$ cat src/logic/exec_pkg.sv
// Constants, opcodes and carriers shared by the instruction execution unit.
// Assumes an APB master with 32-bit data and word-aligned addresses.
package exec_pkg;

   // Register byte offsets.
   localparam logic [7:0] OFF_INSTR = 8'h00;
   localparam logic [7:0] OFF_STATUS = 8'h04;
   localparam logic [7:0] OFF_FLAGS = 8'h08;
   localparam logic [7:0] OFF_WREG = 8'h0C;
   localparam logic [7:0] OFF_PC = 8'h10;
   localparam logic [7:0] OFF_STACK = 8'h14;
   localparam logic [7:0] OFF_CTRL = 8'h18;
   localparam logic [7:0] OFF_WDOG = 8'h1C;
   localparam logic [7:0] OFF_DMEM = 8'h40;

   // Field positions of the control register.
   localparam int CTRL_IRQ_BIT = 0;
   localparam int CTRL_WAKE_BIT = 1;

   // Opcodes written into the instruction register.
   localparam logic [5:0] OP_IDLE_INSTRUCTION = 6'h00;
   localparam logic [5:0] OP_DECIMAL_ADJUST = 6'h01;
   localparam logic [5:0] OP_PLUS_ONE_MEM = 6'h02;
   localparam logic [5:0] OP_PLUS_ONE_TO_WREG = 6'h03;
   localparam logic [5:0] OP_MINUS_ONE_MEM = 6'h04;
   localparam logic [5:0] OP_MINUS_ONE_TO_WREG = 6'h05;
   localparam logic [5:0] OP_POWER_DOWN = 6'h06;
   localparam logic [5:0] OP_JUMP_ABSOLUTE = 6'h07;
   localparam logic [5:0] OP_COPY_MEM_TO_WREG = 6'h08;
   localparam logic [5:0] OP_COPY_IMM_TO_WREG = 6'h09;
   localparam logic [5:0] OP_COPY_WREG_TO_MEM = 6'h0A;
   localparam logic [5:0] OP_UNION_MEM = 6'h0B;
   localparam logic [5:0] OP_UNION_IMM = 6'h0C;
   localparam logic [5:0] OP_BITWISE_UNION_TO_MEM = 6'h0D;
   localparam logic [5:0] OP_SUBROUTINE_EXIT = 6'h0E;
   localparam logic [5:0] OP_SUBROUTINE_EXIT_IMM = 6'h0F;
   localparam logic [5:0] OP_INTERRUPT_EXIT = 6'h10;
   localparam logic [5:0] OP_ROTATE_LEFT = 6'h11;
   localparam logic [5:0] OP_ROTATE_LEFT_TO_WREG = 6'h12;
   localparam logic [5:0] OP_ROTATE_LEFT_CARRY = 6'h13;
   localparam logic [5:0] OP_ROTATE_LEFT_CARRY_TO_WREG = 6'h14;
   localparam logic [5:0] OP_ROTATE_RIGHT = 6'h15;
   localparam logic [5:0] OP_ROTATE_RIGHT_TO_WREG = 6'h16;
   localparam logic [5:0] OP_ROTATE_RIGHT_CARRY = 6'h17;
   localparam logic [5:0] OP_ROTATE_RIGHT_CARRY_TO_WREG = 6'h18;
   localparam logic [5:0] OP_SUBTRACT_BORROW = 6'h19;
   localparam logic [5:0] OP_SUBTRACT_BORROW_TO_MEM = 6'h1A;
   localparam logic [5:0] OP_MINUS_ONE_SKIP_ZERO = 6'h1B;
   localparam logic [5:0] OP_MINUS_ONE_SKIP_ZERO_WREG = 6'h1C;

   // Decimal adjust constants and nibble limit.
   localparam logic [7:0] ADJ_LOW = 8'h06;
   localparam logic [7:0] ADJ_HIGH = 8'h60;
   localparam logic [3:0] BCD_MAX = 4'h9;

   // Reset values and the interrupt vector.
   localparam logic [7:0] WREG_RESET = 8'h00;
   localparam logic [11:0] PC_RESET = 12'h000;
   localparam logic [11:0] IRQ_VECTOR = 12'h004;

   typedef enum logic [1:0] {ST_IDLE, ST_EXEC, ST_DUMMY} exec_state_e;

   // Instruction register layout: opcode, memory index or immediate, target.
   typedef struct packed {
      logic [11:0] target;
      logic [7:0] operand;
      logic [5:0] op;
   } instr_s;

   typedef struct packed {
      logic master_interrupt_enable;
      logic ov;
      logic z;
      logic ac;
      logic c;
   } flags_s;

endpackage

$ cat src/logic/instr_exec.sv
// Execution unit for a subset of an 8-bit microcontroller instruction set.
// Assumes an APB master on pclk; software writes one instruction at a time.
//
// The placing of the registers and the APB interface to the registers were decided locally.
`timescale 1ns/1ps

module instr_exec #(
   parameter int DMEM_AW = 4,
   parameter int STACK_DEPTH = 4,
   parameter int WDOG_W = 16,
   parameter int PRESC_W = 8
) (
   // Clock and reset.
   input wire logic pclk,
   input wire logic presetn,
   // APB slave.
   input wire logic psel,
   input wire logic penable,
   input wire logic pwrite,
   input wire logic [7:0] paddr,
   input wire logic [31:0] pwdata,
   output logic [31:0] prdata,
   output logic pready,
   output logic pslverr
);

   localparam int SP_W = $clog2(STACK_DEPTH);

   exec_pkg::exec_state_e st_q;
   exec_pkg::instr_s instr_q;
   exec_pkg::flags_s flags_q;
   exec_pkg::flags_s flags_d;
   logic [7:0] wreg_q;
   logic [11:0] pc_q;
   logic [11:0] pc_d;
   logic [7:0] dmem_q [2**DMEM_AW];
   logic [11:0] stack_q [STACK_DEPTH];
   logic [SP_W-1:0] sp_q;
   logic halted_q;
   logic pdf_q;
   logic tmo_q;
   logic irq_pend_q;
   logic [WDOG_W-1:0] wdog_q;
   logic [PRESC_W-1:0] presc_q;
   logic [31:0] prdata_q;
   logic pready_q;
   logic pslverr_q;

   // Bus decode.
   logic access;
   logic fire;
   logic wr_fire;
   logic in_dmem;
   logic mapped;
   logic [DMEM_AW-1:0] bus_idx;

   // Execution datapath.
   logic [DMEM_AW-1:0] m_idx;
   logic [7:0] m_val;
   logic [7:0] res;
   logic wr_mem;
   logic wr_acc;
   logic two_cycle;
   logic pop;
   logic [11:0] stack_top;
   logic [8:0] diff;
   logic [4:0] diff_lo;
   logic [8:0] bcd_sum;
   logic adj_lo;
   logic adj_hi;
   logic launch;
   logic exec;

   assign prdata = prdata_q;
   assign pready = pready_q;
   assign pslverr = pslverr_q;

   // One wait state lets the read data and the answer come from flops.
   assign access = psel && penable;
   assign fire = access && pready_q;
   assign wr_fire = fire && pwrite;
   assign in_dmem = (paddr >= exec_pkg::OFF_DMEM) &&
      (paddr < exec_pkg::OFF_DMEM + 8'((2**DMEM_AW) * 4));
   assign bus_idx = DMEM_AW'((paddr - exec_pkg::OFF_DMEM) >> 2);
   assign mapped = (paddr[1:0] == 2'b00) && (in_dmem ||
      paddr <= exec_pkg::OFF_WDOG);
   assign launch = wr_fire && paddr == exec_pkg::OFF_INSTR &&
      st_q == exec_pkg::ST_IDLE && !halted_q;
   assign exec = st_q == exec_pkg::ST_EXEC;

   assign m_idx = instr_q.operand[DMEM_AW-1:0];
   assign m_val = dmem_q[m_idx];
   assign stack_top = stack_q[SP_W'(sp_q - 1'b1)];
   // Borrow in is the inverted carry; bit 8 set means the result went below 0.
   assign diff = {1'b0, wreg_q} - {1'b0, m_val} - {8'h00, ~flags_q.c};
   assign diff_lo = {1'b0, wreg_q[3:0]} - {1'b0, m_val[3:0]} -
      {4'h0, ~flags_q.c};
   assign adj_lo = wreg_q[3:0] > exec_pkg::BCD_MAX || flags_q.ac;
   assign adj_hi = wreg_q[7:4] > exec_pkg::BCD_MAX || flags_q.c;
   assign bcd_sum = {1'b0, wreg_q} +
      {1'b0, adj_lo ? exec_pkg::ADJ_LOW : 8'h00} +
      {1'b0, adj_hi ? exec_pkg::ADJ_HIGH : 8'h00};

   always_comb begin
      res = m_val;
      wr_mem = 1'b0;
      wr_acc = 1'b0;
      two_cycle = 1'b0;
      pop = 1'b0;
      flags_d = flags_q;
      pc_d = 12'(pc_q + 1'b1);
      case (instr_q.op)
         exec_pkg::OP_DECIMAL_ADJUST: begin
            res = bcd_sum[7:0];
            wr_mem = 1'b1;
            flags_d.c = bcd_sum[8] | flags_q.c;
         end
         exec_pkg::OP_PLUS_ONE_MEM, exec_pkg::OP_PLUS_ONE_TO_WREG: begin
            res = 8'(m_val + 1'b1);
            wr_mem = instr_q.op == exec_pkg::OP_PLUS_ONE_MEM;
            wr_acc = !wr_mem;
            flags_d.z = res == 8'h00;
         end
         exec_pkg::OP_MINUS_ONE_MEM, exec_pkg::OP_MINUS_ONE_TO_WREG: begin
            res = 8'(m_val - 1'b1);
            wr_mem = instr_q.op == exec_pkg::OP_MINUS_ONE_MEM;
            wr_acc = !wr_mem;
            flags_d.z = res == 8'h00;
         end
         exec_pkg::OP_JUMP_ABSOLUTE: begin
            pc_d = instr_q.target;
            two_cycle = 1'b1;
         end
         exec_pkg::OP_COPY_MEM_TO_WREG: wr_acc = 1'b1;
         exec_pkg::OP_COPY_IMM_TO_WREG: begin
            res = instr_q.operand;
            wr_acc = 1'b1;
         end
         exec_pkg::OP_COPY_WREG_TO_MEM: begin
            res = wreg_q;
            wr_mem = 1'b1;
         end
         exec_pkg::OP_UNION_MEM, exec_pkg::OP_UNION_IMM,
         exec_pkg::OP_BITWISE_UNION_TO_MEM: begin
            res = wreg_q | (instr_q.op == exec_pkg::OP_UNION_IMM ?
               instr_q.operand : m_val);
            wr_mem = instr_q.op == exec_pkg::OP_BITWISE_UNION_TO_MEM;
            wr_acc = !wr_mem;
            flags_d.z = res == 8'h00;
         end
         exec_pkg::OP_SUBROUTINE_EXIT, exec_pkg::OP_SUBROUTINE_EXIT_IMM: begin
            pc_d = stack_top;
            pop = 1'b1;
            two_cycle = 1'b1;
            res = instr_q.operand;
            wr_acc = instr_q.op == exec_pkg::OP_SUBROUTINE_EXIT_IMM;
         end
         exec_pkg::OP_INTERRUPT_EXIT: begin
            two_cycle = 1'b1;
            // The return address stays stacked so the handler returns to it.
            if (irq_pend_q) begin
               pc_d = exec_pkg::IRQ_VECTOR;
               flags_d.master_interrupt_enable = 1'b0;
            end else begin
               pc_d = stack_top;
               pop = 1'b1;
               flags_d.master_interrupt_enable = 1'b1;
            end
         end
         exec_pkg::OP_ROTATE_LEFT, exec_pkg::OP_ROTATE_LEFT_TO_WREG: begin
            res = {m_val[6:0], m_val[7]};
            wr_mem = instr_q.op == exec_pkg::OP_ROTATE_LEFT;
            wr_acc = !wr_mem;
         end
         exec_pkg::OP_ROTATE_LEFT_CARRY,
         exec_pkg::OP_ROTATE_LEFT_CARRY_TO_WREG: begin
            res = {m_val[6:0], flags_q.c};
            flags_d.c = m_val[7];
            wr_mem = instr_q.op == exec_pkg::OP_ROTATE_LEFT_CARRY;
            wr_acc = !wr_mem;
         end
         exec_pkg::OP_ROTATE_RIGHT, exec_pkg::OP_ROTATE_RIGHT_TO_WREG: begin
            res = {m_val[0], m_val[7:1]};
            wr_mem = instr_q.op == exec_pkg::OP_ROTATE_RIGHT;
            wr_acc = !wr_mem;
         end
         exec_pkg::OP_ROTATE_RIGHT_CARRY,
         exec_pkg::OP_ROTATE_RIGHT_CARRY_TO_WREG: begin
            res = {flags_q.c, m_val[7:1]};
            flags_d.c = m_val[0];
            wr_mem = instr_q.op == exec_pkg::OP_ROTATE_RIGHT_CARRY;
            wr_acc = !wr_mem;
         end
         exec_pkg::OP_SUBTRACT_BORROW, exec_pkg::OP_SUBTRACT_BORROW_TO_MEM: begin
            res = diff[7:0];
            wr_mem = instr_q.op == exec_pkg::OP_SUBTRACT_BORROW_TO_MEM;
            wr_acc = !wr_mem;
            flags_d.z = res == 8'h00;
            flags_d.ac = ~diff_lo[4];
            flags_d.ov = (wreg_q[7] ^ m_val[7]) & (wreg_q[7] ^ res[7]);
            flags_d.c = ~diff[8];
         end
         exec_pkg::OP_MINUS_ONE_SKIP_ZERO,
         exec_pkg::OP_MINUS_ONE_SKIP_ZERO_WREG: begin
            res = 8'(m_val - 1'b1);
            wr_mem = instr_q.op == exec_pkg::OP_MINUS_ONE_SKIP_ZERO;
            wr_acc = !wr_mem;
            if (res == 8'h00) begin
               pc_d = 12'(pc_q + 2'd2);
               two_cycle = 1'b1;
            end
         end
         default: ;
      endcase
   end

   // Sequencer: the dummy cycle follows every two-cycle instruction.
   always_ff @(posedge pclk or negedge presetn) begin
      if (!presetn) begin
         st_q <= exec_pkg::ST_IDLE;
         instr_q <= '0;
      end else begin
         case (st_q)
            exec_pkg::ST_IDLE: begin
               if (launch) begin
                  instr_q <= exec_pkg::instr_s'(pwdata[25:0]);
                  st_q <= exec_pkg::ST_EXEC;
               end
            end
            exec_pkg::ST_EXEC: begin
               st_q <= two_cycle ? exec_pkg::ST_DUMMY : exec_pkg::ST_IDLE;
            end
            default: st_q <= exec_pkg::ST_IDLE;
         endcase
      end
   end

   // Working register, flags and program counter.
   always_ff @(posedge pclk or negedge presetn) begin
      if (!presetn) begin
         wreg_q <= exec_pkg::WREG_RESET;
         flags_q <= '0;
         pc_q <= exec_pkg::PC_RESET;
      end else if (exec) begin
         if (wr_acc) begin
            wreg_q <= res;
         end
         flags_q <= flags_d;
         // A power-down instruction leaves the counter at itself.
         if (instr_q.op != exec_pkg::OP_POWER_DOWN) begin
            pc_q <= pc_d;
         end
      end else if (wr_fire && st_q == exec_pkg::ST_IDLE) begin
         if (paddr == exec_pkg::OFF_WREG) begin
            wreg_q <= pwdata[7:0];
         end
         if (paddr == exec_pkg::OFF_FLAGS) begin
            flags_q <= exec_pkg::flags_s'(pwdata[4:0]);
         end
      end
   end

   // Data memory; software writes are refused while an instruction runs.
   always_ff @(posedge pclk or negedge presetn) begin
      if (!presetn) begin
         for (int i = 0; i < 2**DMEM_AW; i++) begin
            dmem_q[i] <= 8'h00;
         end
      end else if (exec && wr_mem) begin
         dmem_q[m_idx] <= res;
      end else if (wr_fire && in_dmem && st_q == exec_pkg::ST_IDLE) begin
         dmem_q[bus_idx] <= pwdata[7:0];
      end
   end

   // Return stack: software pushes stand in for calls.
   always_ff @(posedge pclk or negedge presetn) begin
      if (!presetn) begin
         sp_q <= '0;
         for (int i = 0; i < STACK_DEPTH; i++) begin
            stack_q[i] <= exec_pkg::PC_RESET;
         end
      end else if (exec && pop) begin
         sp_q <= SP_W'(sp_q - 1'b1);
      end else if (wr_fire && paddr == exec_pkg::OFF_STACK &&
         st_q == exec_pkg::ST_IDLE) begin
         stack_q[sp_q] <= pwdata[11:0];
         sp_q <= SP_W'(sp_q + 1'b1);
      end
   end

   // Pending interrupt: a software set in the servicing cycle wins.
   always_ff @(posedge pclk or negedge presetn) begin
      if (!presetn) begin
         irq_pend_q <= 1'b0;
      end else if (wr_fire && paddr == exec_pkg::OFF_CTRL &&
         pwdata[exec_pkg::CTRL_IRQ_BIT]) begin
         irq_pend_q <= 1'b1;
      end else if (exec && instr_q.op == exec_pkg::OP_INTERRUPT_EXIT) begin
         irq_pend_q <= 1'b0;
      end
   end

   // Power down; only the wake bit resumes execution.
   always_ff @(posedge pclk or negedge presetn) begin
      if (!presetn) begin
         halted_q <= 1'b0;
         pdf_q <= 1'b0;
      end else if (exec && instr_q.op == exec_pkg::OP_POWER_DOWN) begin
         halted_q <= 1'b1;
         pdf_q <= 1'b1;
      end else if (wr_fire && paddr == exec_pkg::OFF_CTRL &&
         pwdata[exec_pkg::CTRL_WAKE_BIT]) begin
         halted_q <= 1'b0;
      end
   end

   // Watchdog stands still while halted, as its clock would be gated.
   always_ff @(posedge pclk or negedge presetn) begin
      if (!presetn) begin
         presc_q <= '0;
         wdog_q <= '0;
         tmo_q <= 1'b0;
      end else if (exec && instr_q.op == exec_pkg::OP_POWER_DOWN) begin
         presc_q <= '0;
         wdog_q <= '0;
         tmo_q <= 1'b0;
      end else if (!halted_q) begin
         presc_q <= PRESC_W'(presc_q + 1'b1);
         if (&presc_q) begin
            wdog_q <= WDOG_W'(wdog_q + 1'b1);
            if (&wdog_q) begin
               tmo_q <= 1'b1;
            end
         end
      end
   end

   // APB answer and read data.
   always_ff @(posedge pclk or negedge presetn) begin
      if (!presetn) begin
         pready_q <= 1'b0;
         pslverr_q <= 1'b0;
         prdata_q <= '0;
      end else begin
         pready_q <= access && !pready_q;
         pslverr_q <= access && !pready_q && !mapped;
         prdata_q <= '0;
         if (access && !pready_q && !pwrite) begin
            if (in_dmem) begin
               prdata_q <= {24'h000000, dmem_q[bus_idx]};
            end else if (paddr == exec_pkg::OFF_INSTR) begin
               prdata_q <= {6'h00, instr_q};
            end else if (paddr == exec_pkg::OFF_STATUS) begin
               prdata_q <= {27'h0, irq_pend_q, tmo_q, pdf_q, halted_q,
                  st_q != exec_pkg::ST_IDLE};
            end else if (paddr == exec_pkg::OFF_FLAGS) begin
               prdata_q <= {27'h0, flags_q};
            end else if (paddr == exec_pkg::OFF_WREG) begin
               prdata_q <= {24'h000000, wreg_q};
            end else if (paddr == exec_pkg::OFF_PC) begin
               prdata_q <= {20'h00000, pc_q};
            end else if (paddr == exec_pkg::OFF_STACK) begin
               prdata_q <= {20'h00000, stack_top};
            end else if (paddr == exec_pkg::OFF_WDOG) begin
               prdata_q <= 32'(wdog_q);
            end
         end
      end
   end
endmodule

$ cat config.mk
export PLATFORM = sky130hd
export DESIGN_NAME = instr_exec
export DESIGN_NICKNAME = d
export VERILOG_FILES = /design/src/logic/exec_pkg.sv /design/src/logic/instr_exec.sv
export SDC_FILE = /design/constraint.sdc
export NUM_CORES = 1
export LEC_CHECK = 0
export BUFFER_PORTS_ARGS = -buffer_cell sky130_fd_sc_hd__buf_2
export CAP_MARGIN = 0
export CORE_AREA = 2 2 169 204
export CTS_BUF_LIST = sky130_fd_sc_hd__clkbuf_4
export CTS_CLUSTER_DIAMETER = 120
export DETAILED_ROUTE_END_ITERATION = 10
export DIE_AREA = 0 0 171 206
export GPL_TIMING_DRIVEN = 0
export PLACE_DENSITY = 0.83
export SETUP_SLACK_MARGIN = 0.4
export SLEW_MARGIN = 10
export SYNTH_ARGS = -nofsm -noshare
export SYNTH_HDL_FRONTEND = slang
export SYNTH_SLANG_ARGS = --single-unit
$ cat constraint.sdc
create_clock -name pclk -period 5.6 [get_ports pclk]
set_input_delay 0 -clock pclk [delete_from_list [all_inputs] [get_ports pclk]]
set_output_delay 0 -clock pclk [all_outputs]
set_load 0.02 [all_outputs]
== After elaboration in Yosys (flattened, before gate mapping) ==
Index checks and enable logic that the tools add are counted.

* Logic and storage cells: 283
* Input port bits: 45
* Register bits after elaboration: 293

* Order comparisons: 12
* Muxes and demuxes: 72
* Reduce and logical (&&, ||, !) cells: 86
* Bitwise logic cells: 13
* Eq/ne operators: 44
* Add/sub/neg operators: 15

{| class="wikitable"
|+ Operators by type and width
! operator !! number
|-
| $bwmux W128 || 2
|-
| $mux W128 || 2
|-
| $mux W16 || 9
|-
| $mux W8 || 13
|-
| $pmux W8 S11 || 1
|-
| $eq A6 B5 Y1 const B || 13
|-
| $mux W26 || 3
|-
| $bmux W8 S4 || 2
|-
| $demux W8 S4 || 2
|-
| $mux W12 || 5
|-
| $bwmux W48 || 1
|-
| $eq A6 B4 Y1 const B || 8
|-
| $pmux W12 S4 || 1
|-
| $logic_not A8 Y1 || 5
|-
| $eq A8 B5 Y1 const B || 4
|-
| $logic_and A1 B1 Y1 || 26
|-
| $bmux W12 S2 || 1
|-
| $demux W12 S2 || 1
|-
| $eq A6 B3 Y1 const B || 4
|-
| $reduce_or A2 Y1 || 11
|-
| $reduce_bool A2 Y1 || 10
|-
| $reduce_and A3 Y1 || 6
|-
| $add A16 B1 Y16 const B || 1
|-
| $add A8 B1 Y8 const B || 2
|-
| other kinds (54) || 109
|}

== Longest topological paths before layout ==
Gate-level depths: netlist of run 1.

* Depth after elaboration: 13
* Gate-level depth with buffers: 19
* Depth with buffers taken out: 15

== Worst setup path before layout of run 1 ==
Ideal clock, no wire load.

* Kind: reg-to-reg
* Start point: reg instr_q[6] (netlist bit)
* End point: reg dmem_q[28] (netlist bit)
* Buffers on the path: 3
* Setup time: 0.119 ns
* Stages on the path, launching flop included: 17
* Arrival time: 4.571 ns
* Setup slack: 0.910 ns
* Period minus slack after synthesis: 4.690 ns
* Cells stage by stage: dfrtp_1 > buf_6 > buf_2 > mux4_2 > a221oi_4 > inv_4 > fa_1 > fa_1 > a21bo_2 > nor2b_1 > xnor2_1 > a222oi_1 > nand3_1 > o32ai_2 > clkbuf_1 > o211ai_1 > o21a_1

* Word-level cells in the longest chain between the ends: 9
* Elaborated cells on any way between the ends: 18

{| class="wikitable"
|+ Ends and longest elaborated chain
! element !! RTL line !! RTL
|-
| start: declaration || instr_exec.sv:30 || <nowiki>exec_pkg::instr_s instr_q;</nowiki>
|-
| start signal: assignment || instr_exec.sv:226 || <nowiki>instr_q <= exec_pkg::instr_s'(pwdata[25:0]);</nowiki>
|-
| $not A4 Y5 (implied by the code) * || instr_exec.sv:92, instr_exec.sv:270 ||
|-
| $bmux W8 S4 || instr_exec.sv:92 || <nowiki>assign m_val = dmem_q[m_idx];</nowiki>
|-
| $mux W8 (implied by the code) (2 in a row) || instr_exec.sv:92 ||
|-
| $sub A8 B8 Y9 / $mux W8 (equally long branches) || instr_exec.sv:95, instr_exec.sv:145 ||
|-
| $sub A9 B1 Y9 / $or A8 B8 Y8 (equally long branches) || instr_exec.sv:95, instr_exec.sv:145 ||
|-
| $pmux W8 S11 || instr_exec.sv:112 || <nowiki>case (instr_q.op)</nowiki>
|-
| $bwmux W128 * || instr_exec.sv:270 || <nowiki>dmem_q[m_idx] <= res;</nowiki>
|-
| $mux W128 * || instr_exec.sv:269 || <nowiki>end else if (exec && wr_mem) begin</nowiki>
|-
| end signal: indexed assignment || instr_exec.sv:270 ||
|-
| end signal: indexed assignment || instr_exec.sv:272 || <nowiki>dmem_q[bus_idx] <= pwdata[7:0];</nowiki>
|-
| end: declaration || instr_exec.sv:36 || <nowiki>logic [7:0] dmem_q [2**DMEM_AW];</nowiki>
|}

Every way passes the cells marked *; elsewhere a longest branch is shown, timed or not. The select of a mux whose other input is x is not followed.
A chain may end at the register's enable or synchronous reset.

== Worst setup path after layout of run 1 ==
* Start point: reg instr_q[6] (netlist bit)
* End point: reg dmem_q[127] (netlist bit)

The elaborated chain is that of the path after synthesis.

==> results of run 1 <==
## cells by family after synthesis
family / after synthesis
XOR/XNOR: 41
adder cells (fa/ha/maj): 32
multiplexers: 182
AND/OR/NAND/NOR: 610
other: 1
flip-flops: 287
AO/OA/AOI/OAI: 522
buffers and inverters: 204
## power breakdown
group / leakage (nW) / internal [mW] / switching [mW] / total, mW
clock network: 0.571 / 1.01 / 0.951 / 1.96
registers: 3.38 / 2.10 / 0.0225 / 2.12
logic: 4.69 / 0.131 / 0.228 / 0.360
total: 8.64 / 3.24 / 1.20 / 4.44
## critical path, cell delays in order (launching register included)
cell       delay (ps)
dfrtp_1           360
buf_6             210
buf_8             200
buf_6             220
mux4_2            580
mux2i_1           150
mux2_2            310
inv_1             190
ha_1              320
inv_1              40
ha_1              340
nor2b_1           180
a221oi_2          320
o311ai_4          220
a2111oi_4         480
o21ai_2           210
nor2_4            210
buf_4             230
o31ai_1           100
## metrics by stage
step	hold WS, ps	instances	TNS (ps)	util
2_1_floorplan	-296	1884	0	-
3_3_place_gp	193	2403	-206030	0.576
3_5_place_dp	92.9	2406	-30020	0.578
4_1_cts	1.37	2599	0	0.631
5_1_grt	24.1	2601	0	0.634
6_report	24.3	2602	0	0.634
## worst max-delay path by stage
| stage | start | end | slack (ps) | cells after the start |
|---|---|---|---|---|
| 3_3_place_gp | instr_q[8]$_DFFE_PN0P_ | wreg_q[7]$_DFFE_PN0P_ | -1010 | 17 |
| 6_report | instr_q[6]$_DFFE_PN0P_ | dmem_q[127]$_DFFE_PN0P_ | 490 | 18 |
| 4_1_cts | instr_q[6]$_DFFE_PN0P_ | dmem_q[127]$_DFFE_PN0P_ | 390 | 18 |
| 3_5_place_dp | instr_q[8]$_DFFE_PN0P_ | dmem_q[127]$_DFFE_PN0P_ | -1010 | 17 |
| 5_1_grt | instr_q[6]$_DFFE_PN0P_ | dmem_q[127]$_DFFE_PN0P_ | 360 | 18 |
| 2_1_floorplan | instr_q[6]$_DFFE_PN0P_ | dmem_q[28]$_DFFE_PN0P_ | 910 | 16 |
## routing by layer
layer / global-route usage / routed length [um]
met1: 0.474 / 23600
met2: 0.634 / 32100
met3: 0.121 / 9390
met4: 0.338 / 7380
met5: 0 / 55
## synth_stat cells (32+ instances only)
master	n	area share
inv_1	50	0.010
clkbuf_1	110	0.022
mux2i_1	44	0.024
o21ai_0	90	0.024
nand2_1	217	0.044
nor3_1	32	0.0087
nor2_1	146	0.030
o21a_1	35	0.014
dfrtp_1	287	0.39
nand3_1	62	0.017
a22oi_1	52	0.021
and3_1	43	0.015
a21oi_1	86	0.023
mux4_2	83	0.10
mux2_2	50	0.031
## flip-flops by register name, summed over array words and instances (netlist names)
signal and cells:
pc_q 12, flags_q 5, stack_q 48, sp_q 2, wdog_q 16, wreg_q 8
instr_q 26, pslverr 1, irq_pend_q 1, dmem_q 128, st_q 2, halted_q 1
tmo_q 1, prdata 26, pready 1, presc_q 8, pdf_q 1
## timing repair
item / 4_1_cts / 5_1_grt
gates resized for setup: 30 / 16
buffers inserted: 9 / 1
endpoints found under the hold margin: 375 / 0
pin swaps: 6 / 1
hold buffers: 57 / 0
endpoints found under the setup margin: 117 / 64
## layout make-up
type	instances	area [um^2]
clock inverter	21	176
antenna	2	5.00
clock buffer	106	796
fill	2714	12300
inverter	52	198
multi-input combinational	1393	10600
timing repair buffer	133	1070
sequential	287	7180
tap	456	571
buffer	152	678
==> reports/results.ini, run 1 <==
[status]
outcome = complete, no violations

[die]
io_pins = 79
core_um2 = 33500
die_h_um = 206
die_area_um2 = 35200
fp.dieW_um = 171
start_util = 0.549
placementRows = 74

[pwr]
p_per_area_nw_per_um2 = 209
power_mw = 4.44
leakagePower_nw = 8.64
irDropWorstVdd_v = 0.000179

[worst_setup_path]
critPathArrivalTime_ps = 5660
setup.worst_path.class = reg2reg
cp_max_fo = 10
rrSetupSlack_ps = 490
required_ps = 6160
ff2ff_path_depth = 18
r2r-start = instr_q[6]$_DFFE_PN0P_
critPathCaptureType = flip-flop
start_kind = flip-flop
r2r_end = dmem_q[127]$_DFFE_PN0P_

[final_layout]
final_common_cell = dfrtp_1
area_delta_synth_final_pct = 15.5
design_area_um2 = 21200
layout_common_cells = dfrtp_1 (287), nand2_1 (217), nor2_1 (145)
fin_nets = 2172
drive_above_1_share = 0.188

[clocking]
clk_latency_ps = 760
ctsLongestPathBuffers = 3
clock-sinks = 287
clkTransAtPathRegs_ps = 70
cts_root_buffer = clkbuf_4
htree_levels = 3
cts_tree = yes
cts_buffers = 76

[synthesis]
netlist_area_um2 = 18400
synth_compound_area_frac = 0.202
yosysSeqAreaShare = 0.390
synthSimpleGateAreaFrac = 0.156
synth_top_family_by_area = compound AO/OA/AOI/OAI gates
synthFlopType = dfrtp_1
synth_warnings = 0
muxShareOfSynthArea = 0.163
yosysUniqueCellTypes = 97
ys_ff_latch = 287
syn_area_per_cell_um2 = 9.79
synth-adder-area-share = 0.0230
synth_edf_count = 0
synthXorXnorAreaFrac = 0.0195
ys_async_sr_fraction = 1.00
synthCells = 1879

[timing]
relSlewSlack = 0.155
fin_crit_sh = 0.912
rsz0062_at_grt = yes
setup_violations = 0
finClkSkew_ps = 67.6
final_max_slew_viol_count = 0
timing.final.crit_period_ps = 5110
layout_setup_ws_ps = 494
worstMarginPinSlew_ps = 1260
fmax_mhz = 196
hold_violations = 0

[global_route]
grt_pass1_wl_mm = 107
grt_pass1_vias = 18084
track_usage = 0.411
grt_start_max_net_pins = 103
antenna_found_initial = 3
grt_remaining_overflow = 0

[detailed_routing]
drtIter0Drc = 2971
vias = 18414
drc = 0
drt.antenna.violating_nets = 0
wl_per_cell_um = 27.9
vias_per_cell = 7.08
dr.pass1.iters = 8
wirelength_mm = 72.5

[place]
dpl_worst_slack_ps = -1010
globalplace.congestion = 1.14
dp_hpwl_mm = 51.5
io_buffers = 63
placed_cell_area_um2 = 19400

[worst_hold_path]
whs_endpoint = instr_q[12]$_DFFE_PN0P_
min_from = pwdata[12]
worstHoldPathType = in2reg
min_delay_path_depth = 4

[job]
drv_cap = 0

No activity file was read; power rests on OpenSTA's default activity.
==> inputs of run 2 (changes only) <==
--- a/config.mk
+++ b/config.mk
@@ -10,6 +10,7 @@
 export CORE_AREA = 2 2 169 204
 export CTS_BUF_LIST = sky130_fd_sc_hd__clkbuf_4
 export CTS_CLUSTER_DIAMETER = 120
+export CTS_CLUSTER_SIZE = 40
 export DETAILED_ROUTE_END_ITERATION = 10
 export DIE_AREA = 0 0 171 206
 export GPL_TIMING_DRIVEN = 0
==> constraint.sdc (replaced) <==
create_clock -name pclk -period 5.6 [get_ports pclk]
set_input_delay 0 -clock pclk [delete_from_list [all_inputs] [get_ports pclk]]
set_output_delay 0 -clock pclk [all_outputs]
set_load 0.005 [all_outputs]
==> reports/results.ini, run 2 (synthesis results as in run 1) <==
[pwr]
irDropWorstVdd_v = 0.000182  ; +1.2%
leakagePower_nw = 8.16  ; -5.6%
clkPwrFrac = 0.239  ; -0.203
power_frac_comb = 0.109  ; +0.028
swShare = 0.280  ; +0.00960
p_per_area_nw_per_um2 = 160  ; -24%
intPower_mw = 2.35  ; -27%
p_switching_uw = 915  ; -24%
power_mw = 3.26  ; -26%
p_seq_frac = 0.652  ; +0.175

[final_layout]
final_common_cell = dfrtp_1
area_delta_synth_final_pct = 11.0
fin_util = 0.609  ; -0.0245
largest_registers = dmem_q (128), stack_q (48)
fin_nets = 2112  ; -2.8%
drive_above_1_share = 0.149  ; -0.0391
largest_register = dmem_q
design_area_um2 = 20400  ; -3.9%
layout_common_cells = dfrtp_1 (287), nand2_1 (217), nor2_1 (145)
largest_reg_flops = 128  ; unchanged

[clocking]
cts_root_buffer = clkbuf_4
cts_buffers = 11  ; -86%
cts_tree = yes
htree_levels = 1  ; -2
clkTransAtPathRegs_ps = 380  ; +310 ps
clock-sinks = 287  ; unchanged
clk_latency_ps = 850  ; +90 ps
ctsLongestPathBuffers = 3  ; unchanged

[detailed_routing]
dr.pass1.iters = 7  ; -1
wl_per_cell_um = 28.4  ; +1.9%
vias_per_cell = 7.12  ; +0.56%
vias = 17748  ; -3.6%
drc = 0  ; unchanged
wirelength_mm = 70.8  ; -2.4%
drtIter0Drc = 2565  ; -14%
drt.antenna.violating_nets = 0  ; unchanged

[timing]
fmax_mhz = 192  ; -1.7%
relSlewSlack = 0.130  ; -0.0250
setup_violations = 0  ; unchanged
hold_violations = 0  ; unchanged
whs_ps = 0.942  ; -23.4 ps
rsz0062_at_grt = no
fin_crit_sh = 0.928  ; +0.0162
timing.final.crit_period_ps = 5200  ; +90.9 ps
worstMarginPinSlew_ps = 1270  ; +14.3 ps
final_max_slew_viol_count = 0  ; unchanged
layout_setup_ws_ps = 403  ; -90.9 ps
finClkSkew_ps = 116  ; +48.8 ps

[die]
io_pins = 79  ; unchanged
die_h_um = 206  ; unchanged
die_area_um2 = 35200  ; unchanged
fp.dieW_um = 171  ; unchanged
placementRows = 74  ; unchanged
start_util = 0.549  ; unchanged
core_um2 = 33500  ; unchanged

[status]
outcome = complete, no violations

[global_route]
grt_pass1_vias = 17252  ; -4.6%
antenna_found_initial = 2  ; -1
grt_remaining_overflow = 0  ; unchanged
track_usage = 0.398  ; -0.0130
grt_start_max_net_pins = 103  ; unchanged
grt_pass1_wl_mm = 104  ; -2.8%

[worst_setup_path]
start_kind = flip-flop
critPathLaunch = instr_q[7]$_DFFE_PN0P_
critPathCaptureType = flip-flop
rrSetupSlack_ps = 400  ; -90 ps
timing.critical_path.to = dmem_q[87]$_DFFE_PN0P_
r2r_end = dmem_q[87]$_DFFE_PN0P_
r2r-start = instr_q[7]$_DFFE_PN0P_
critPathArrivalTime_ps = 5880  ; +220 ps
setup.worst_path.class = reg2reg
ff2ff_path_depth = 18  ; unchanged
cp_max_fo = 10  ; unchanged
required_ps = 6280  ; +120 ps

[place]
io_buffers = 63  ; unchanged
globalplace.congestion = 1.14  ; unchanged
dp_hpwl_mm = 51.5  ; unchanged
dpl_worst_slack_ps = -1010  ; unchanged
placed_cell_area_um2 = 19400  ; unchanged

[worst_hold_path]
worstHoldPathType = in2reg

[job]
drv_cap = 0  ; unchanged

-- run 2: cell types whose count changed in the layout (fill, tap and decap cells not counted), moves of 3 or more --
cell	previous run	this run
clkbuf_4	107	12
clkinv_1	14	0
dlygate4sd3_1	56	60
bufinv_16	3	0
-- run 2: per-stage QoR --
stage | std cells | setup TNS, ps
floorplan | 1884 | 0
global placement | 2403 | -206030
detailed placement | 2406 | -30020
CTS | 2490 | 0
global route | 2492 | 0
finish | 2494 | 0
-- run 2: critical path: stages, from the launching register on --
cell and delay (ps):
dfrtp_1 420, buf_4 240, buf_4 270, clkbuf_2 410, mux4_2 420, mux2i_1 140
mux2_2 320, inv_1 190, ha_1 320, inv_1 40, ha_1 340, nor2b_1 190
a221oi_2 320, o311ai_4 220, a2111oi_4 480, o21ai_2 220, nor2_4 210, buf_4 240
o31ai_1 100
-- run 2: how the worst min path moves through the flow --
stage               startpoint                      end  slack [ps]  cells after the start
detailed placement     presetn     prdata[24]$_DFF_PN0_          90                      1
global route        pwdata[10]  instr_q[10]$_DFFE_PN0P_          10                      4
CTS                 pwdata[10]  instr_q[10]$_DFFE_PN0P_         0.7                      4
floorplan              presetn    dmem_q[0]$_DFFE_PN0P_        -300                      0
global placement    pwdata[18]  instr_q[18]$_DFFE_PN0P_         190                      3
finish              pwdata[10]  instr_q[10]$_DFFE_PN0P_         0.9                      4
-- run 2: final cells by class --
| class | instances | area (um^2) |
|---|---|---|
| antenna | 3 | 7.51 |
| buffer | 152 | 676 |
| clock buffer | 11 | 82.6 |
| clock inverter | 2 | 36.3 |
| fill | 2788 | 13100 |
| inverter | 52 | 198 |
| multi-input combinational | 1393 | 10600 |
| sequential | 287 | 7180 |
| tap | 456 | 571 |
| timing repair buffer | 138 | 1110 |
-- run 2: timing repair --
item | in CTS | in global routing
gates resized for setup | 29 | 15
pin swaps | 6 | 2
endpoints found under the setup margin | 119 | 61
hold buffers | 61 | 0
hold endpoints to repair | 420 | 0
setup buffers | 10 | 1
-- run 2: routing by layer --
layer / vias to the layer above / wire length [um] / track usage
met5: - / 0 / 0
met4: 0 / 7210 / 0.312
met3: 445 / 8350 / 0.100
met2: 1436 / 31500 / 0.624
met1: 8526 / 23700 / 0.468
li1: 7341 / - / -
-- run 2: power by group through the flow --
| stage | Combinational [mW] | Clock, mW | Sequential [mW] |
|---|---|---|---|
| final | 0.356 | 0.780 | 2.13 |
| after global placement | 0.286 | 0 | 2.15 |
| after CTS | 0.339 | 0.763 | 2.13 |
| after floorplan | 0.154 | 0 | 2.15 |
| after detailed placement | 0.297 | 0 | 2.15 |
| after global routing | 0.373 | 0.834 | 2.13 |
